## src/common/redriver_cfg_pkg.sv

```systemverilog
// constants and types shared by the lane configuration register bank
// Contract
// - general bit 5 set swaps the hot-plug input from its default pin to the alternate pin.
// - general bit 4 picks strap-sampled equalizer settings when 0 and register values when 1.
// - general bit 3 set forces the internal hot-plug input high, else it follows the pin.
// - lane_config_select 00 disables all, 01 usb only, 10 four display lanes, 11 two plus usb.
// - each display lane has a four-bit equalizer field, lanes 1/0 at 0x10 and 3/2 at 0x11.
// - with software control off, hardware keeps every lane equalizer field at the strap value.
// - with software control on, each lane equalizer keeps its register value, the last strap value until software writes it.
// - bits 6:5 of the snoop status capture sideband writes to sink address 0x00600, read-only.
// - bits 4:0 of the snoop status capture sideband writes to sink address 0x00101, read-only.
// - with snooping enabled, display lanes follow the captured sink power state.
// - with snooping enabled, only lanes named by the captured lane count are powered.
// - with snooping disabled, lane enables come from the lane configuration masked by the per_lane_off bits.
// - the captured sink power clears when lane_config_select bit 1 falls from 1 to 0.
// - the captured lane count clears when lane_config_select bit 1 falls from 1 to 0.
// - the snoop control bit enables snooping at 0, the reset value, and disables it at 1.
// - per_lane_off 1 turns its lane off, 0 on, and only matters while snooping is disabled.
package redriver_cfg_pkg;

  // register offsets
  localparam logic [7:0] GENERAL_CONTROL_ADDR = 8'h0a;
  localparam logic [7:0] DP_EQ_LANES_0_1_ADDR = 8'h10;
  localparam logic [7:0] DP_EQ_LANES_2_3_ADDR = 8'h11;
  localparam logic [7:0] SIDEBAND_SNOOP_STATUS_ADDR = 8'h12;
  localparam logic [7:0] SNOOP_LANE_CONTROL_ADDR = 8'h13;

  // reset values
  localparam logic [7:0] GENERAL_CONTROL_RST = 8'h01;
  localparam logic [7:0] DP_EQ_RST = 8'h00;
  localparam logic [6:0] SNOOP_STATUS_RST = 7'h00;
  localparam logic [7:0] SNOOP_LANE_CONTROL_RST = 8'h00;

  // general_control fields
  localparam int LANE_CONFIG_LSB = 0;
  localparam int ORIENTATION_BIT = 2;
  localparam int HOTPLUG_FORCE_BIT = 3;
  localparam int EQ_SW_CONTROL_BIT = 4;
  localparam int HPD_SWAP_BIT = 5;
  localparam logic [7:0] GENERAL_WRITE_MASK = 8'h3f;

  // snoop control register fields
  localparam int SNOOP_DISABLE_BIT = 7;
  localparam logic [7:0] SNOOP_LANE_WRITE_MASK = 8'hbf;

  // snoop status fields
  localparam int SINK_POWER_LSB = 5;
  localparam int LANE_TOTAL_LSB = 0;

  // lane configurations
  localparam logic [1:0] LANE_CFG_OFF = 2'b00;
  localparam logic [1:0] LANE_CFG_USB = 2'b01;
  localparam logic [1:0] LANE_CFG_DP4 = 2'b10;
  localparam logic [1:0] LANE_CFG_DP2_USB = 2'b11;

  // sideband sink addresses watched by the snooper
  localparam logic [19:0] SINK_POWER_ADDR = 20'h00600;
  localparam logic [19:0] SINK_LANE_COUNT_ADDR = 20'h00101;
  localparam logic [1:0] SINK_POWER_ON = 2'b01;

  // strap code to equalizer level
  localparam logic [3:0] EQ_STRAP_LEVEL_0 = 4'h0;
  localparam logic [3:0] EQ_STRAP_LEVEL_1 = 4'h5;
  localparam logic [3:0] EQ_STRAP_LEVEL_2 = 4'ha;
  localparam logic [3:0] EQ_STRAP_LEVEL_3 = 4'he;

  // serial target address, arbitrary value
  localparam logic [6:0] TARGET_ADDR_DEFAULT = 7'h2a;
  localparam logic [3:0] BITS_PER_BYTE = 4'h8;

  typedef enum logic [2:0] {
    ST_IDLE,
    ST_ADDR,
    ST_SUB,
    ST_WDATA,
    ST_ACK,
    ST_RDATA,
    ST_RACK
  } serial_state_type;

endpackage : redriver_cfg_pkg

```

## src/design/redriver_lane_config_regs.sv

```systemverilog
// serial-programmed lane configuration and sideband snoop register bank
`timescale 1ns/1ns
module redriver_lane_config_regs #(
  parameter logic [6:0] TARGET_ADDR = redriver_cfg_pkg::TARGET_ADDR_DEFAULT
) (
  input wire logic clk_i,                 // register logic clock
  input wire logic rst_n_i,               // async reset, active low
  input wire logic scl_i,                 // serial clock pin
  input wire logic sda_i,                 // serial data pin level
  output logic sda_o,                     // serial data drive value
  output logic sda_oe_o,                  // serial data pulled low when high
  input wire logic hotplug_pin_a_i,       // hot-plug default pin
  input wire logic hotplug_pin_b_i,       // hot-plug alternate pin
  input wire logic [1:0] display_eq_pins_i, // display equalizer straps
  input wire logic snoop_wr_i,            // sideband write seen, one cycle
  input wire logic [19:0] snoop_addr_i,   // sideband write sink address
  input wire logic [7:0] snoop_data_i,    // sideband write value
  output logic hotplug_o,                 // internal hot-plug level
  output logic [1:0] lane_config_select_o, // lane configuration
  output logic orientation_select_o,      // to crosspoint mux
  output logic usb_en_o,                  // usb link enabled
  output logic [3:0] dp_lane_en_o,        // display lane enables
  output logic [15:0] dp_eq_level_o       // lane 3..0 equalizer levels
);
  import redriver_cfg_pkg::*;

  typedef struct packed {
    logic [2:0] scl_s;
    logic [2:0] sda_s;
    logic [2:0] hpa_s;
    logic [2:0] hpb_s;
    logic [2:0] eq0_s;
    logic [2:0] eq1_s;
    logic scl_f;
    logic sda_f;
    logic hpa_f;
    logic hpb_f;
    logic [1:0] eq_f;
    serial_state_type st;
    serial_state_type after;
    logic [3:0] cnt;
    logic [7:0] sr;
    logic nack;
    logic [7:0] ptr;
    logic [7:0] general;
    logic [7:0] eq01;
    logic [7:0] eq23;
    logic [6:0] snoop;
    logic [7:0] lanectl;
    logic hotplug;
    logic [3:0] lane_en;
  } state_type;

  state_type cur;
  state_type next_cur;

  // a change counts once the second and third stages agree
  function automatic logic filt(input logic old, input logic [2:0] s);
    filt = (s[1] == s[2]) ? s[2] : old;
  endfunction : filt

  function automatic logic [3:0] strap_level(input logic [1:0] code);
    unique case (code)
      2'b00: strap_level = EQ_STRAP_LEVEL_0;
      2'b01: strap_level = EQ_STRAP_LEVEL_1;
      2'b10: strap_level = EQ_STRAP_LEVEL_2;
      2'b11: strap_level = EQ_STRAP_LEVEL_3;
    endcase
  endfunction : strap_level

  function automatic logic [3:0] count_mask(input logic [4:0] total);
    case (total)
      5'h01: count_mask = 4'h1;
      5'h02: count_mask = 4'h3;
      5'h04: count_mask = 4'hf;
      default: count_mask = 4'h0;
    endcase
  endfunction : count_mask

  function automatic logic [7:0] read_reg(input state_type s, input logic [7:0] a);
    case (a)
      GENERAL_CONTROL_ADDR: read_reg = s.general;
      DP_EQ_LANES_0_1_ADDR: read_reg = s.eq01;
      DP_EQ_LANES_2_3_ADDR: read_reg = s.eq23;
      SIDEBAND_SNOOP_STATUS_ADDR: read_reg = {1'b0, s.snoop};
      SNOOP_LANE_CONTROL_ADDR: read_reg = s.lanectl;
      default: read_reg = 8'h00;
    endcase
  endfunction : read_reg

  ////////////////////////////////////////////////////////////////////////////
  logic scl_new;
  logic sda_new;
  logic scl_rise;
  logic scl_fall;
  logic start_seen;
  logic stop_seen;
  logic [3:0] base_en;
  logic [3:0] snoop_en;
  logic hp_sel;

  always_comb begin
    next_cur = cur;
    next_cur.scl_s = {cur.scl_s[1:0], scl_i};
    next_cur.sda_s = {cur.sda_s[1:0], sda_i};
    next_cur.hpa_s = {cur.hpa_s[1:0], hotplug_pin_a_i};
    next_cur.hpb_s = {cur.hpb_s[1:0], hotplug_pin_b_i};
    next_cur.eq0_s = {cur.eq0_s[1:0], display_eq_pins_i[0]};
    next_cur.eq1_s = {cur.eq1_s[1:0], display_eq_pins_i[1]};
    scl_new = filt(cur.scl_f, cur.scl_s);
    sda_new = filt(cur.sda_f, cur.sda_s);
    next_cur.scl_f = scl_new;
    next_cur.sda_f = sda_new;
    next_cur.hpa_f = filt(cur.hpa_f, cur.hpa_s);
    next_cur.hpb_f = filt(cur.hpb_f, cur.hpb_s);
    next_cur.eq_f = {filt(cur.eq_f[1], cur.eq1_s), filt(cur.eq_f[0], cur.eq0_s)};
    scl_rise = scl_new & ~cur.scl_f;
    scl_fall = ~scl_new & cur.scl_f;
    start_seen = cur.scl_f & scl_new & cur.sda_f & ~sda_new;
    stop_seen = cur.scl_f & scl_new & ~cur.sda_f & sda_new;

    // serial target
    if (start_seen) begin
      next_cur.st = ST_ADDR;
      next_cur.cnt = 4'h0;
    end else if (stop_seen) begin
      next_cur.st = ST_IDLE;
      next_cur.cnt = 4'h0;
    end else if (scl_rise) begin
      unique case (cur.st)
        ST_ADDR, ST_SUB, ST_WDATA: begin
          next_cur.sr = {cur.sr[6:0], sda_new};
          next_cur.cnt = cur.cnt + 4'h1;
        end
        ST_RDATA: next_cur.cnt = cur.cnt + 4'h1;
        ST_RACK: next_cur.nack = sda_new;
        ST_IDLE, ST_ACK: ;
      endcase
    end else if (scl_fall) begin
      unique case (cur.st)
        ST_ADDR: if (cur.cnt == BITS_PER_BYTE) begin
          if (cur.sr[7:1] == TARGET_ADDR) begin
            next_cur.st = ST_ACK;
            next_cur.after = cur.sr[0] ? ST_RDATA : ST_SUB;
          end else begin
            next_cur.st = ST_IDLE;
          end
        end
        ST_SUB: if (cur.cnt == BITS_PER_BYTE) begin
          next_cur.ptr = cur.sr;
          next_cur.st = ST_ACK;
          next_cur.after = ST_WDATA;
        end
        ST_WDATA: if (cur.cnt == BITS_PER_BYTE) begin
          case (cur.ptr)
            GENERAL_CONTROL_ADDR: next_cur.general = cur.sr & GENERAL_WRITE_MASK;
            DP_EQ_LANES_0_1_ADDR: next_cur.eq01 = cur.sr;
            DP_EQ_LANES_2_3_ADDR: next_cur.eq23 = cur.sr;
            SNOOP_LANE_CONTROL_ADDR: next_cur.lanectl = cur.sr & SNOOP_LANE_WRITE_MASK;
            default: ;
          endcase
          next_cur.ptr = cur.ptr + 8'h01;
          next_cur.st = ST_ACK;
          next_cur.after = ST_WDATA;
        end
        ST_ACK: begin
          next_cur.st = cur.after;
          next_cur.cnt = 4'h0;
          if (cur.after == ST_RDATA) begin
            next_cur.sr = read_reg(cur, cur.ptr);
            next_cur.ptr = cur.ptr + 8'h01;
          end
        end
        ST_RDATA: begin
          if (cur.cnt == BITS_PER_BYTE) begin
            next_cur.st = ST_RACK;
          end else begin
            next_cur.sr = {cur.sr[6:0], 1'b0};
          end
        end
        ST_RACK: begin
          if (cur.nack) begin
            next_cur.st = ST_IDLE;
          end else begin
            next_cur.st = ST_RDATA;
            next_cur.cnt = 4'h0;
            next_cur.sr = read_reg(cur, cur.ptr);
            next_cur.ptr = cur.ptr + 8'h01;
          end
        end
        ST_IDLE: ;
      endcase
    end

    // strap sampling overwrites writes while software control is off
    if (!cur.general[EQ_SW_CONTROL_BIT]) begin
      next_cur.eq01 = {2{strap_level(cur.eq_f)}};
      next_cur.eq23 = {2{strap_level(cur.eq_f)}};
    end

    // sideband capture, ignored while snooping is disabled
    if (snoop_wr_i && !cur.lanectl[SNOOP_DISABLE_BIT]) begin
      if (snoop_addr_i == SINK_POWER_ADDR) begin
        next_cur.snoop[SINK_POWER_LSB +: 2] = snoop_data_i[1:0];
      end
      if (snoop_addr_i == SINK_LANE_COUNT_ADDR) begin
        next_cur.snoop[LANE_TOTAL_LSB +: 5] = snoop_data_i[4:0];
      end
    end
    // leaving a display configuration drops stale link state
    if (cur.general[LANE_CONFIG_LSB + 1] && !next_cur.general[LANE_CONFIG_LSB + 1]) begin
      next_cur.snoop[SINK_POWER_LSB +: 2] = 2'b00;
      next_cur.snoop[LANE_TOTAL_LSB +: 5] = 5'h00;
    end

    // hot-plug source
    hp_sel = cur.general[HPD_SWAP_BIT] ? cur.hpb_f : cur.hpa_f;
    next_cur.hotplug = cur.general[HOTPLUG_FORCE_BIT] | hp_sel;

    // lane enables
    unique case (cur.general[LANE_CONFIG_LSB +: 2])
      LANE_CFG_OFF: base_en = 4'h0;
      LANE_CFG_USB: base_en = 4'h0;
      LANE_CFG_DP4: base_en = 4'hf;
      LANE_CFG_DP2_USB: base_en = 4'h3;
    endcase
    snoop_en = (cur.snoop[SINK_POWER_LSB +: 2] == SINK_POWER_ON) ?
      count_mask(cur.snoop[LANE_TOTAL_LSB +: 5]) : 4'h0;
    if (cur.lanectl[SNOOP_DISABLE_BIT]) begin
      next_cur.lane_en = base_en & ~cur.lanectl[3:0];
    end else begin
      next_cur.lane_en = base_en & snoop_en;
    end
  end

  always_ff @(posedge clk_i or negedge rst_n_i) begin
    if (!rst_n_i) begin
      cur <= '0;
      cur.scl_s <= 3'h7;
      cur.sda_s <= 3'h7;
      cur.scl_f <= 1'b1;
      cur.sda_f <= 1'b1;
      cur.st <= ST_IDLE;
      cur.after <= ST_IDLE;
      cur.general <= GENERAL_CONTROL_RST;
      cur.eq01 <= DP_EQ_RST;
      cur.eq23 <= DP_EQ_RST;
      cur.snoop <= SNOOP_STATUS_RST;
      cur.lanectl <= SNOOP_LANE_CONTROL_RST;
    end else begin
      cur <= next_cur;
    end
  end

  ////////////////////////////////////////////////////////////////////////////
  // open drain: only ever pulls low
  assign sda_o = 1'b0;
  assign sda_oe_o = (cur.st == ST_ACK) | ((cur.st == ST_RDATA) & ~cur.sr[7]);
  assign hotplug_o = cur.hotplug;
  assign lane_config_select_o = cur.general[LANE_CONFIG_LSB +: 2];
  assign orientation_select_o = cur.general[ORIENTATION_BIT];
  assign usb_en_o = cur.general[LANE_CONFIG_LSB];
  assign dp_lane_en_o = cur.lane_en;
  assign dp_eq_level_o = {cur.eq23, cur.eq01};

endmodule : redriver_lane_config_regs

```

## config.mk

```make
export PLATFORM = sky130hd
export DESIGN_NAME = redriver_lane_config_regs
export DESIGN_NICKNAME = d
export VERILOG_FILES = /design/src/common/redriver_cfg_pkg.sv /design/src/design/redriver_lane_config_regs.sv
export SDC_FILE = /design/constraint.sdc
export NUM_CORES = 1
export LEC_CHECK = 0
export BUFFER_PORTS_ARGS = -buffer_cell sky130_fd_sc_hd__clkbuf_2
export CAP_MARGIN = 20
export CORE_UTILIZATION = 35
export CTS_BUF_LIST = sky130_fd_sc_hd__clkbuf_4
export DETAILED_ROUTE_END_ITERATION = 6
export HOLD_SLACK_MARGIN = 0.03
export SLEW_MARGIN = 5
export SYNTH_ARGS = -nofsm -noshare
export SYNTH_HDL_FRONTEND = slang
export SYNTH_SLANG_ARGS = --single-unit
```

## constraint.sdc

```tcl
create_clock -name clk_i -period 2.5 [get_ports clk_i]
set_clock_uncertainty 0.2 [all_clocks]
set_input_delay 0.75 -clock clk_i [delete_from_list [all_inputs] [get_ports clk_i]]
set_output_delay 0.75 -clock clk_i [all_outputs]
set_load 0.02 [all_outputs]
```

==> impl_metrics.yaml, run 1 <==
run_status:
  status: "complete, but fails checks"
  failed_checks: "setup timing"
clocking:
  clock_latency_ns: 0.49
  cts-root-buf: "clkbuf_4"
  cts_tree: "built"
  cts_sinks: 92
  htree_levels: 3
  numCtsBuffers: 9
  clk_pin_slew_worst_paths_ns: 0.16
  clock_path_buffers: 2
placement:
  post-place-cells: 686
  dp_hpwl_um: 8316
  place_area_um2: 5365
  port_buffers: 59
  place_congestion: 0.8550
synthesis:
  synthFlopType: "dfrtp_1"
  synth_compound_area_share_pct: 14.99
  synth_fa_ha_area_share_pct: 3.213
  synth_warnings: 0
  yosys_register_bits: 92
  syn_avg_cell_area_um2: 10.51
  muxShareOfSynthArea_pct: 10.93
  netlist-cell-type-count: 59
  synth-async-reset-ratio_pct: 100.0
  synth_edf_count: 0
  synth.cell_area_um2: 4751
  yosys.area_share.simple_pct: 15.30
  synth_fp_nets: 498
  synth_top_family_by_area: "simple AND/OR/NAND/NOR gates"
  synthCells: 452
  yosysSeqAreaShare_pct: 48.70
  synth_xor_area_share_pct: 0.3687
route:
  vias: 3901
  wirelength_um: 11750
  wire_per_inst_um: 16.43
  drtAntennaViolNets: 0
  detail_route.vias_per_cell: 5.456
  first_pass_iters: 5
  drc: 0
  drt_iter0_drc: 255
sta:
  relSlewSlack_pct: 53.45
  hold_viol_final: 0
  rsz0062_at_grt: "yes"
  worstMarginPinSlew_ns: 0.6982
  setup_viol: 18
  fin_crit_ns: 2.569
  fin_ws_ns: -0.06879
  fin_crit_sh_pct: 102.8
  fmax_ghz: 0.3893
  slew_violations: 0
critical_path:
  crit_slowest_cell: "dfstp_2"
  cp-start-kind: "flip-flop"
  required_ns: 2.67
  r2r_cells: 11
  path_class: "reg2reg"
  arrival_ns: 2.74
  cp-end-kind: "flip-flop"
  path_max_fanout: 4
  path_cells: "a21o_1, o21a_2, ha_2, and4b_1, a31o_4, buf_6, nor4_4, buf_4, clkbuf_16, mux2i_1, a21oi_1"
  critPathMaxStageDelay_ns: 0.42
floorplan:
  row_count: 42
  start_util_pct: 35.87
  core_area_um2: 13240
  die-area_um2: 14040
  dieWidth_um: 118.5
  io-pin-count: 64
  die_y_um: 118.5
layout:
  finalNetCount: 579
  final_cells: 715
  syn2layout_area_growth_pct: 21.73
  final_layout_size_suffix_gt1_share_pct: 34.57
  final_cell_area_um2: 5783
  n_fill_cell: 1261
  final_util_pct: 43.67
pwr:
  pwr-share-clk_pct: 30.4
  p_int_mw: 2.109
  irDropWorstVdd_uv: 339.6
  p_seq_share_pct: 53.8
  p_leak_nw: 2.603
  swShare_pct: 30.42
  p_comb_share_pct: 15.8
  power_switching_mw: 0.9220
  pwr_density_cell_nw_per_um2: 524.1
worst_hold_path:
  hold_depth: 1
  hold_class: "in2reg"
grt:
  grt_max_degree: 55
  track_usage_pct: 17.78
  grt_pass1_vias: 3782
  antenna_found_initial: 1
  grt_first_pass_wirelength_um: 19420
  globalRouteOverflowTotal: 0
flow_run:
  drv_cap: 0
layout make-up:
cell class	instances	area [um2]	area share, %
diodes	1	2.502	0.04327
multi-input cells	304	2277	39.38
repair buffers	111	750.7	12.98
clock buffers	9	67.56	1.168
flip-flops and latches	92	2316	40.05
clock inverters	7	92.59	1.601
well taps	176	220.2	3.808
inverters	15	56.30	0.9736
cells in the final DEF, fill, tap and decap left out, drive strengths merged, types with 4 or more instances in the layout:
| cell type | count |
|---|---|
| dfrtp | 83 |
| clkbuf | 67 |
| buf | 52 |
| a21oi | 34 |
| nand2 | 31 |
| nor2 | 27 |
| mux2i | 26 |
| mux2 | 23 |
| o21ai | 21 |
| a22oi | 18 |
| inv | 18 |
| nand3 | 13 |
| nor2b | 11 |
| nor4 | 11 |
| dfstp | 9 |
| nor3 | 9 |
| ha | 9 |
| a31oi | 5 |
| o31ai | 4 |
| o22ai | 4 |
| maj3 | 4 |
| nand3b | 4 |
| o21a | 4 |
| nor3b | 4 |
kinds of logic (layout without fill, tap and decap cells):
| group | after synthesis | after routing |
|---|---|---|
| AND/OR/NAND/NOR | 129 | 129 |
| AO/OA/AOI/OAI | 110 | 110 |
| flip-flops | 92 | 92 |
| buffers and inverters | 56 | 142 |
| multiplexers | 49 | 49 |
| adder cells (fa/ha/maj) | 13 | 13 |
| XOR/XNOR | 2 | 2 |
| other | 1 | 2 |
repair_timing:
item                                    4_1_cts  5_1_grt
endpoints found under the hold margin         3        0
buffers inserted                              5        6
gates resized for setup                       7       34
pin swaps                                     2        6
hold buffers                                  1        0
endpoints found under the setup margin       49       59
cloned                                        1        0
worst paths after layout:
kind,end,start,slack [ns]
min in group asynchronous,cur[69]$_DFFE_PN0P_,rst_n_i,0.38
max in group asynchronous,lane_config_select_o[0]$_DFFE_PN1P_,rst_n_i,1.07
min,cur[92]$_DFF_PN1_,scl_i,0.14
max reg2reg,dp_eq_level_o[7]$_DFFE_PN0P_,cur[76]$_DFF_PN1_,-0.07
max,dp_eq_level_o[7]$_DFFE_PN0P_,cur[76]$_DFF_PN1_,-0.07
min reg2reg,cur[90]$_DFF_PN1_,cur[89]$_DFF_PN1_,0.17
per-layer routing:
| metal | share of wire, % | track usage, % | vias up |
|---|---|---|---|
| li1 | - | - | 1796 |
| met1 | 46 | 24.37 | 1947 |
| met2 | 47 | 27.43 | 135 |
| met3 | 5.6 | 3.764 | 23 |
| met4 | 2.0 | 7.041 | 0 |
| met5 | 0 | 0 | - |
registers in the layout, indices dropped and copies added, names as in the netlist:
signal	count
orientation_select_o	1
dp_eq_level_o	16
dp_lane_en_o	4
cur	68
lane_config_select_o	2
hotplug_o	1
power groups by stage:
stage          clock, mW  combinational [mW]  sequential, mW
2_1_floorplan          0               0.273            1.64
3_3_place_gp           0               0.410            1.66
3_5_place_dp           0               0.418            1.66
4_1_cts            0.946               0.448            1.63
5_1_grt            0.996               0.526            1.64
6_report           0.921               0.478            1.63
worst max-delay path, delay by kind of cell (launching register included):
kind | cells | cell delay [ns]
compound gates | 4 | 0.58
simple gates | 2 | 0.49
buf+inv | 3 | 0.43
flops | 1 | 0.42
fa+ha+maj | 1 | 0.17
mux | 1 | 0.17
per-stage QoR:
step | hold slack (ns) | power [mW] | worst slack (ns) | setup TNS, ns
after CTS | 0.1125 | 3.026 | -0.09809 | -1.108
final | 0.1405 | 3.031 | -0.06879 | -0.6297
after global placement | 0.1392 | 2.072 | -0.1120 | -1.737
after floorplan | 0.1312 | 1.916 | -0.07565 | -1.206
after global routing | 0.1028 | 3.164 | -0.2041 | -4.107
after detailed placement | 0.1363 | 2.082 | -0.1422 | -3.155
cells in the mapped netlist, types with 4 or more instances:
cell type	instances	share of area [%]
dfrtp_1	83	44
a21oi_1	34	3.6
nand2_1	31	2.4
nor2_1	27	2.1
mux2i_1	26	5.5
buf_4	23	3.6
a22oi_1	18	2.8
mux2_2	18	4.3
o21ai_0	17	1.8
clkbuf_1	15	1.2
inv_1	15	1.2
nand3_1	13	1.4
nor2b_1	11	1.4
dfstp_2	9	5.0
ha_1	9	2.4
nor4_1	9	1.2
nor3_1	7	0.74
a31oi_1	5	0.66
mux2_1	5	1.2
maj3_1	4	0.84
nor3b_1	4	0.63
o21a_1	4	0.63
o21ai_1	4	0.42
o22ai_1	4	0.53
o31ai_1	4	0.63
(Power assumes the default switching activity.)
==> run 2, diff against run 1 <==
--- a/config.mk
+++ b/config.mk
@@ -7,10 +7,12 @@
 export LEC_CHECK = 0
 export BUFFER_PORTS_ARGS = -buffer_cell sky130_fd_sc_hd__clkbuf_2
 export CAP_MARGIN = 20
+export CORE_ASPECT_RATIO = 1.5
 export CORE_UTILIZATION = 35
 export CTS_BUF_LIST = sky130_fd_sc_hd__clkbuf_4
 export DETAILED_ROUTE_END_ITERATION = 6
 export HOLD_SLACK_MARGIN = 0.03
+export PLACE_DENSITY = 0.56
 export SLEW_MARGIN = 5
 export SYNTH_ARGS = -nofsm -noshare
 export SYNTH_HDL_FRONTEND = slang
==> run 2 against run 1 <==
The run still ends with setup timing left. Critical path depth is 1 lower. Count of clock-buffer cells in the layout did not move. Worst setup slack improved by 0.065 ns. Design area is 0.76% lower. Critical endpoint is now dp_eq_level_o[2]$_DFFE_PN0P_. Largest cell class unchanged. Flip-flop and latch count unchanged. Highest routed layer unchanged.
==> impl_metrics.yaml, run 2 (synthesized netlist as in run 1, its figures left out) <==
grt:
  grt_use_met2_pct: 34.10
  grt_first_pass_wirelength_um: 19350
  antenna_found_initial: 1
  met1_usage_pct: 18.77
  grt_max_degree: 40
  grt_pass1_vias: 3802
  globalRouteOverflowTotal: 0
  track_usage_pct: 17.97
  top_usage_layer: "met2"
  grt_use_met3_pct: 3.026
critical_path:
  path_class: "reg2reg"
  critPathMaxStageDelay_ns: 0.41
  required_ns: 2.66
  arrival_ns: 2.66
  cp-end-kind: "flip-flop"
  crit_slowest_cell: "dfstp_2"
  path_max_fanout: 9
  r2r_cells: 10
  path_cells: "a21o_1, o21a_1, ha_2, and4b_1, a31o_4, buf_6, nor4_4, buf_12, mux2i_1, a21oi_1"
  cp-start-kind: "flip-flop"
sta:
  fin_crit_sh_pct: 100.1
  setup_viol: 3
  fin_crit_ns: 2.504
  worstMarginPinSlew_ns: 0.6657
  relSlewSlack_pct: 55.62
  fmax_ghz: 0.3994
  rsz0062_at_grt: "yes"
  fin_ws_ns: -0.003594
  setup_tns_ns: -0.006760
  whs_ns: 0.1340
  slew_violations: 0
  hold_viol_final: 0
worst_hold_path:
  hold_depth: 1
  hold_class: "in2reg"
layout:
  seq_area_um2: 2313
  final_common_cell: "dfrtp_1"
  syn2layout_area_growth_pct: 20.81
  layout_common_cells: "dfrtp_1, clkbuf_2, buf_4, a21oi_1, nand2_1"
  multi_input_area_um2: 2267
  final_layout_size_suffix_gt1_share_pct: 33.33
  n_fill_cell: 1243
  largest_register_ffs: 68
  finalNetCount: 578
  top_register: "cur"
floorplan:
  die-area_um2: 14050
  start_util_pct: 36.32
  core_area_um2: 13080
  dieWidth_um: 97.13
  io-pin-count: 64
  die_y_um: 144.7
  row_count: 51
route:
  vias: 3759
  first_pass_iters: 4
  drc: 0
  drtAntennaViolNets: 0
  wirelength_um: 12110
  drt_iter0_drc: 217
  detail_route.vias_per_cell: 5.393
  wire_per_inst_um: 17.37
placement:
  place_congestion: 0.8400
  dp_hpwl_um: 9054
  post-place-ws_ns: -0.08688
  port_buffers: 59
pwr:
  p_leak_nw: 2.567
  pwr_density_cell_nw_per_um2: 513.5
  irDropWorstVdd_uv: 200.2
run_status:
  status: "complete, but fails checks"
  failed_checks: "setup timing"
clocking:
  cts_tree: "built"
  cts-root-buf: "clkbuf_4"
  clock_path_buffers: 2
  clock_latency_ns: 0.49
  htree_levels: 3
  cts_sinks: 92
  clk_pin_slew_worst_paths_ns: 0.16
  numCtsBuffers: 9
flow_run:
  drv_cap: 0
-- run 2: changes by cell type in the layout (fill, tap and decap cells not counted), sizes merged --
cell | before | now
bufinv | 1 | 0
clkbuf | 67 | 66
clkinv | 3 | 4
-- run 2: worst paths after layout --
kind | from | to | slack (ns)
worst max-delay path | cur[93]$_DFF_PN1_ | dp_eq_level_o[2]$_DFFE_PN0P_ | -0.004
worst min-delay path | sda_i | cur[89]$_DFF_PN1_ | 0.13
worst max register to register | cur[93]$_DFF_PN1_ | dp_eq_level_o[2]$_DFFE_PN0P_ | -0.004
worst min register to register | cur[92]$_DFF_PN1_ | cur[93]$_DFF_PN1_ | 0.17
max in group asynchronous | rst_n_i | dp_eq_level_o[1]$_DFFE_PN0P_ | 0.91
min in group asynchronous | rst_n_i | cur[51]$_DFFE_PN0P_ | 0.53
-- run 2: metrics by stage --
step | std cells | util, % | instance area, um2 | power [mW]
after floorplan | 452 | - | 4767 | 1.916
after global placement | 674 | 41.23 | 5394 | 2.082
after detailed placement | 674 | 41.23 | 5394 | 2.092
after CTS | 693 | 42.75 | 5592 | 2.955
after global routing | 697 | 43.87 | 5739 | 3.108
final | 697 | 43.87 | 5739 | 2.947
-- run 2: cell type report --
cell class              instances  share of cell area, %
inverters                      15                 0.9810
flip-flops and latches         92                  40.31
well taps                     159                  3.466
clock buffers                   9                  1.177
repair buffers                110                  13.10
multi-input cells             304                  39.50
clock inverters                 7                  1.417
diodes                          1                0.04360
-- run 2: worst max-delay path, delay by kind of cell (launching register included) --
| kind | cells | cell delay (ns) |
|---|---|---|
| flip-flops | 1 | 0.41 |
| AO/OA/AOI/OAI | 4 | 0.60 |
| buffers and inverters | 2 | 0.32 |
| multiplexers | 1 | 0.20 |
| adder cells (fa/ha/maj) | 1 | 0.18 |
| AND/OR/NAND/NOR | 2 | 0.49 |
-- run 2: repair_timing --
item,4_1_cts,5_1_grt
hold buffers,1,0
gates resized for setup,7,28
setup endpoints to repair,36,57
gates cloned,0,1
setup buffers,2,2
hold endpoints to repair,25,0
pin swaps,4,2
-- run 2: metal layers --
metal  part of all wire [%]  up-vias
li1                       -     1780
met1                     39     1861
met2                     54       92
met3                    3.6       26
met4                    3.1        0
met5                      0        -
-- run 2: where the power goes --
| group | switching, mW | internal, mW | total, mW |
|---|---|---|---|
| Combinational | 0.265 | 0.205 | 0.469 |
| Sequential | 0.0602 | 1.57 | 1.63 |
| Clock | 0.608 | 0.242 | 0.850 |
| Total | 0.933 | 2.01 | 2.95 |
==> run 3, diff against run 2 <==
--- a/config.mk
+++ b/config.mk
@@ -13,6 +13,8 @@
 export DETAILED_ROUTE_END_ITERATION = 6
 export HOLD_SLACK_MARGIN = 0.03
 export PLACE_DENSITY = 0.56
+export RECOVER_POWER = 25
+export SKIP_CTS_REPAIR_TIMING = 1
 export SLEW_MARGIN = 5
 export SYNTH_ARGS = -nofsm -noshare
 export SYNTH_HDL_FRONTEND = slang
==> run 3 against run 2 <==
The flow still finishes with violations (setup timing). Via count rose by 0.85%. Die area is the same. Fmax decreased by 0.88%. Core utilization increased by 0.33 points. Critical path type unchanged. Routed wire length is 1.2% higher. Power grew 0.33%. Critical path depth increased by 1. Count of clock-buffer cells in the layout did not move. Register-to-register slack got worse by 0.02 ns. Largest cell class unchanged. Clock power up 0.6%. Flip-flop and latch count unchanged.
==> impl_metrics.yaml, run 3 (synthesized netlist as in run 1, its figures left out) <==
clocking:
  clock_path_buffers: 2
  cts-root-buf: "clkbuf_4"
  clock_latency_ns: 0.49
  cts_tree: "built"
  clk_pin_slew_worst_paths_ns: 0.17
  numCtsBuffers: 9
  cts_sinks: 92
  htree_levels: 3
critical_path:
  cp-end-kind: "flip-flop"
  path_max_fanout: 5
  critPathMaxStageDelay_ns: 0.41
  path_class: "reg2reg"
  path_cells: "a21o_1, o21a_1, ha_2, and4b_1, a31o_4, buf_6, nor4_4, buf_4, buf_12, mux2i_1, a21oi_1"
  path_buf_inv: 3
  required_ns: 2.66
  crit_slowest_cell: "dfstp_2"
  cp-start-kind: "flip-flop"
  cpLargestDelayFamily: "compound AO/OA/AOI/OAI gates"
  arrival_ns: 2.69
route:
  drtAntennaViolNets: 0
  vias: 3791
  drt_iter0_drc: 195
  wire_per_inst_um: 17.51
  wirelength_um: 12260
  detail_route.vias_per_cell: 5.416
  drc: 0
  first_pass_iters: 4
run_status:
  failed_checks: "setup timing"
  status: "complete, but fails checks"
floorplan:
  dieWidth_um: 97.13
  row_count: 51
  die_y_um: 144.7
  start_util_pct: 36.32
  die-area_um2: 14050
  io-pin-count: 64
  core_area_um2: 13080
sta:
  fin_crit_sh_pct: 101.0
  slew_violations: 0
  fmax_ghz: 0.3959
  rsz0062_at_grt: "yes"
  relSlewSlack_pct: 41.31
  fin_crit_ns: 2.526
  whs_ns: 0.1315
  worstMarginPinSlew_ns: 0.8804
  setup_viol: 5
  hold_viol_final: 0
  fin_ws_ns: -0.02588
grt:
  grt_max_degree: 40
  track_usage_pct: 17.86
  grt_pass1_vias: 3772
  antenna_found_initial: 1
  grt_first_pass_wirelength_um: 19210
  globalRouteOverflowTotal: 0
placement:
  place_area_um2: 5394
  port_buffers: 59
  place_congestion: 0.8400
  dp_hpwl_um: 9054
  post-place-cells: 674
layout:
  top_register: "cur"
  finalNetCount: 581
  final_cells: 700
  final_cell_area_um2: 5782
  final_layout_size_suffix_gt1_share_pct: 33.15
  layout_common_cells: "dfrtp_1, clkbuf_2, buf_4, a21oi_1, nand2_1"
  largest_register_ffs: 68
  final_common_cell: "dfrtp_1"
  syn2layout_area_growth_pct: 21.70
  n_fill_cell: 1236
  seq_area_um2: 2313
  multi_input_area_um2: 2272
  final_util_pct: 44.20
flow_run:
  drv_cap: 0
pwr:
  irDropWorstVdd_uv: 199.3
  pwr_density_cell_nw_per_um2: 511.4
  p_leak_nw: 2.610
worst_hold_path:
  hold_class: "in2reg"
## run 3: cell types whose count changed in the layout (fill, tap and decap cells not counted), sizes merged
cell and delta:
clkbuf +2, buf +1
## run 3: final timing paths
| path | from | end | slack [ns] | depth (start not counted) |
|---|---|---|---|---|
| min reg2reg | cur[92]$_DFF_PN1_ | cur[93]$_DFF_PN1_ | 0.17 | 0 |
| max reg2reg | cur[76]$_DFF_PN1_ | dp_eq_level_o[2]$_DFFE_PN0P_ | -0.03 | 11 |
| max in group asynchronous | rst_n_i | dp_eq_level_o[9]$_DFFE_PN0P_ | 0.58 | 3 |
| max | cur[76]$_DFF_PN1_ | dp_eq_level_o[2]$_DFFE_PN0P_ | -0.03 | 11 |
| min | scl_i | cur[92]$_DFF_PN1_ | 0.13 | 1 |
| min in group asynchronous | rst_n_i | cur[51]$_DFFE_PN0P_ | 0.69 | 2 |
## run 3: cell type report
cell class,count,share of cell area (%)
Timing Repair Buffer,113,13.66
Inverter,15,0.9738
Clock buffer,9,1.169
Tap cell,159,3.441
Multi-Input combinational cell,304,39.30
Antenna cell,1,0.04328
Sequential cell,92,40.01
Clock inverter,7,1.407
## run 3: through the flow
| step | setup TNS (ns) | power [mW] | setup WS [ns] |
|---|---|---|---|
| 2_1_floorplan | -1.206 | 1.916 | -0.07565 |
| 3_3_place_gp | -0.4719 | 2.082 | -0.05686 |
| 3_5_place_dp | -1.078 | 2.092 | -0.08688 |
| 4_1_cts | -1.862 | 2.948 | -0.1233 |
| 5_1_grt | -3.424 | 3.111 | -0.1606 |
| 6_report | -0.05540 | 2.957 | -0.02588 |
## run 3: routing by layer
layer  vias to the layer above  GRT usage [%]  routed length, um  part of all wire (%)
met1                      1868          18.77               4856                    40
met3                        28          2.930                402                   3.3
li1                       1791              -                  -                     -
met2                       104          33.91               6606                    54
met4                         0          9.741                391                   3.2
met5                         -              0                  0                     0
## run 3: worst register-to-register path, stage by stage (launching register included)
cell,delay (ns)
dfstp_2,0.41
a21o_1,0.17
o21a_1,0.11
ha_2,0.17
and4b_1,0.20
a31o_4,0.23
buf_6,0.13
nor4_4,0.20
buf_4,0.18
buf_12,0.13
mux2i_1,0.20
a21oi_1,0.09
## run 3: report_power, final
| group | internal [mW] | switching (mW) |
|---|---|---|
| Sequential | 1.57 | 0.0602 |
| Combinational | 0.208 | 0.266 |
| Clock | 0.242 | 0.613 |
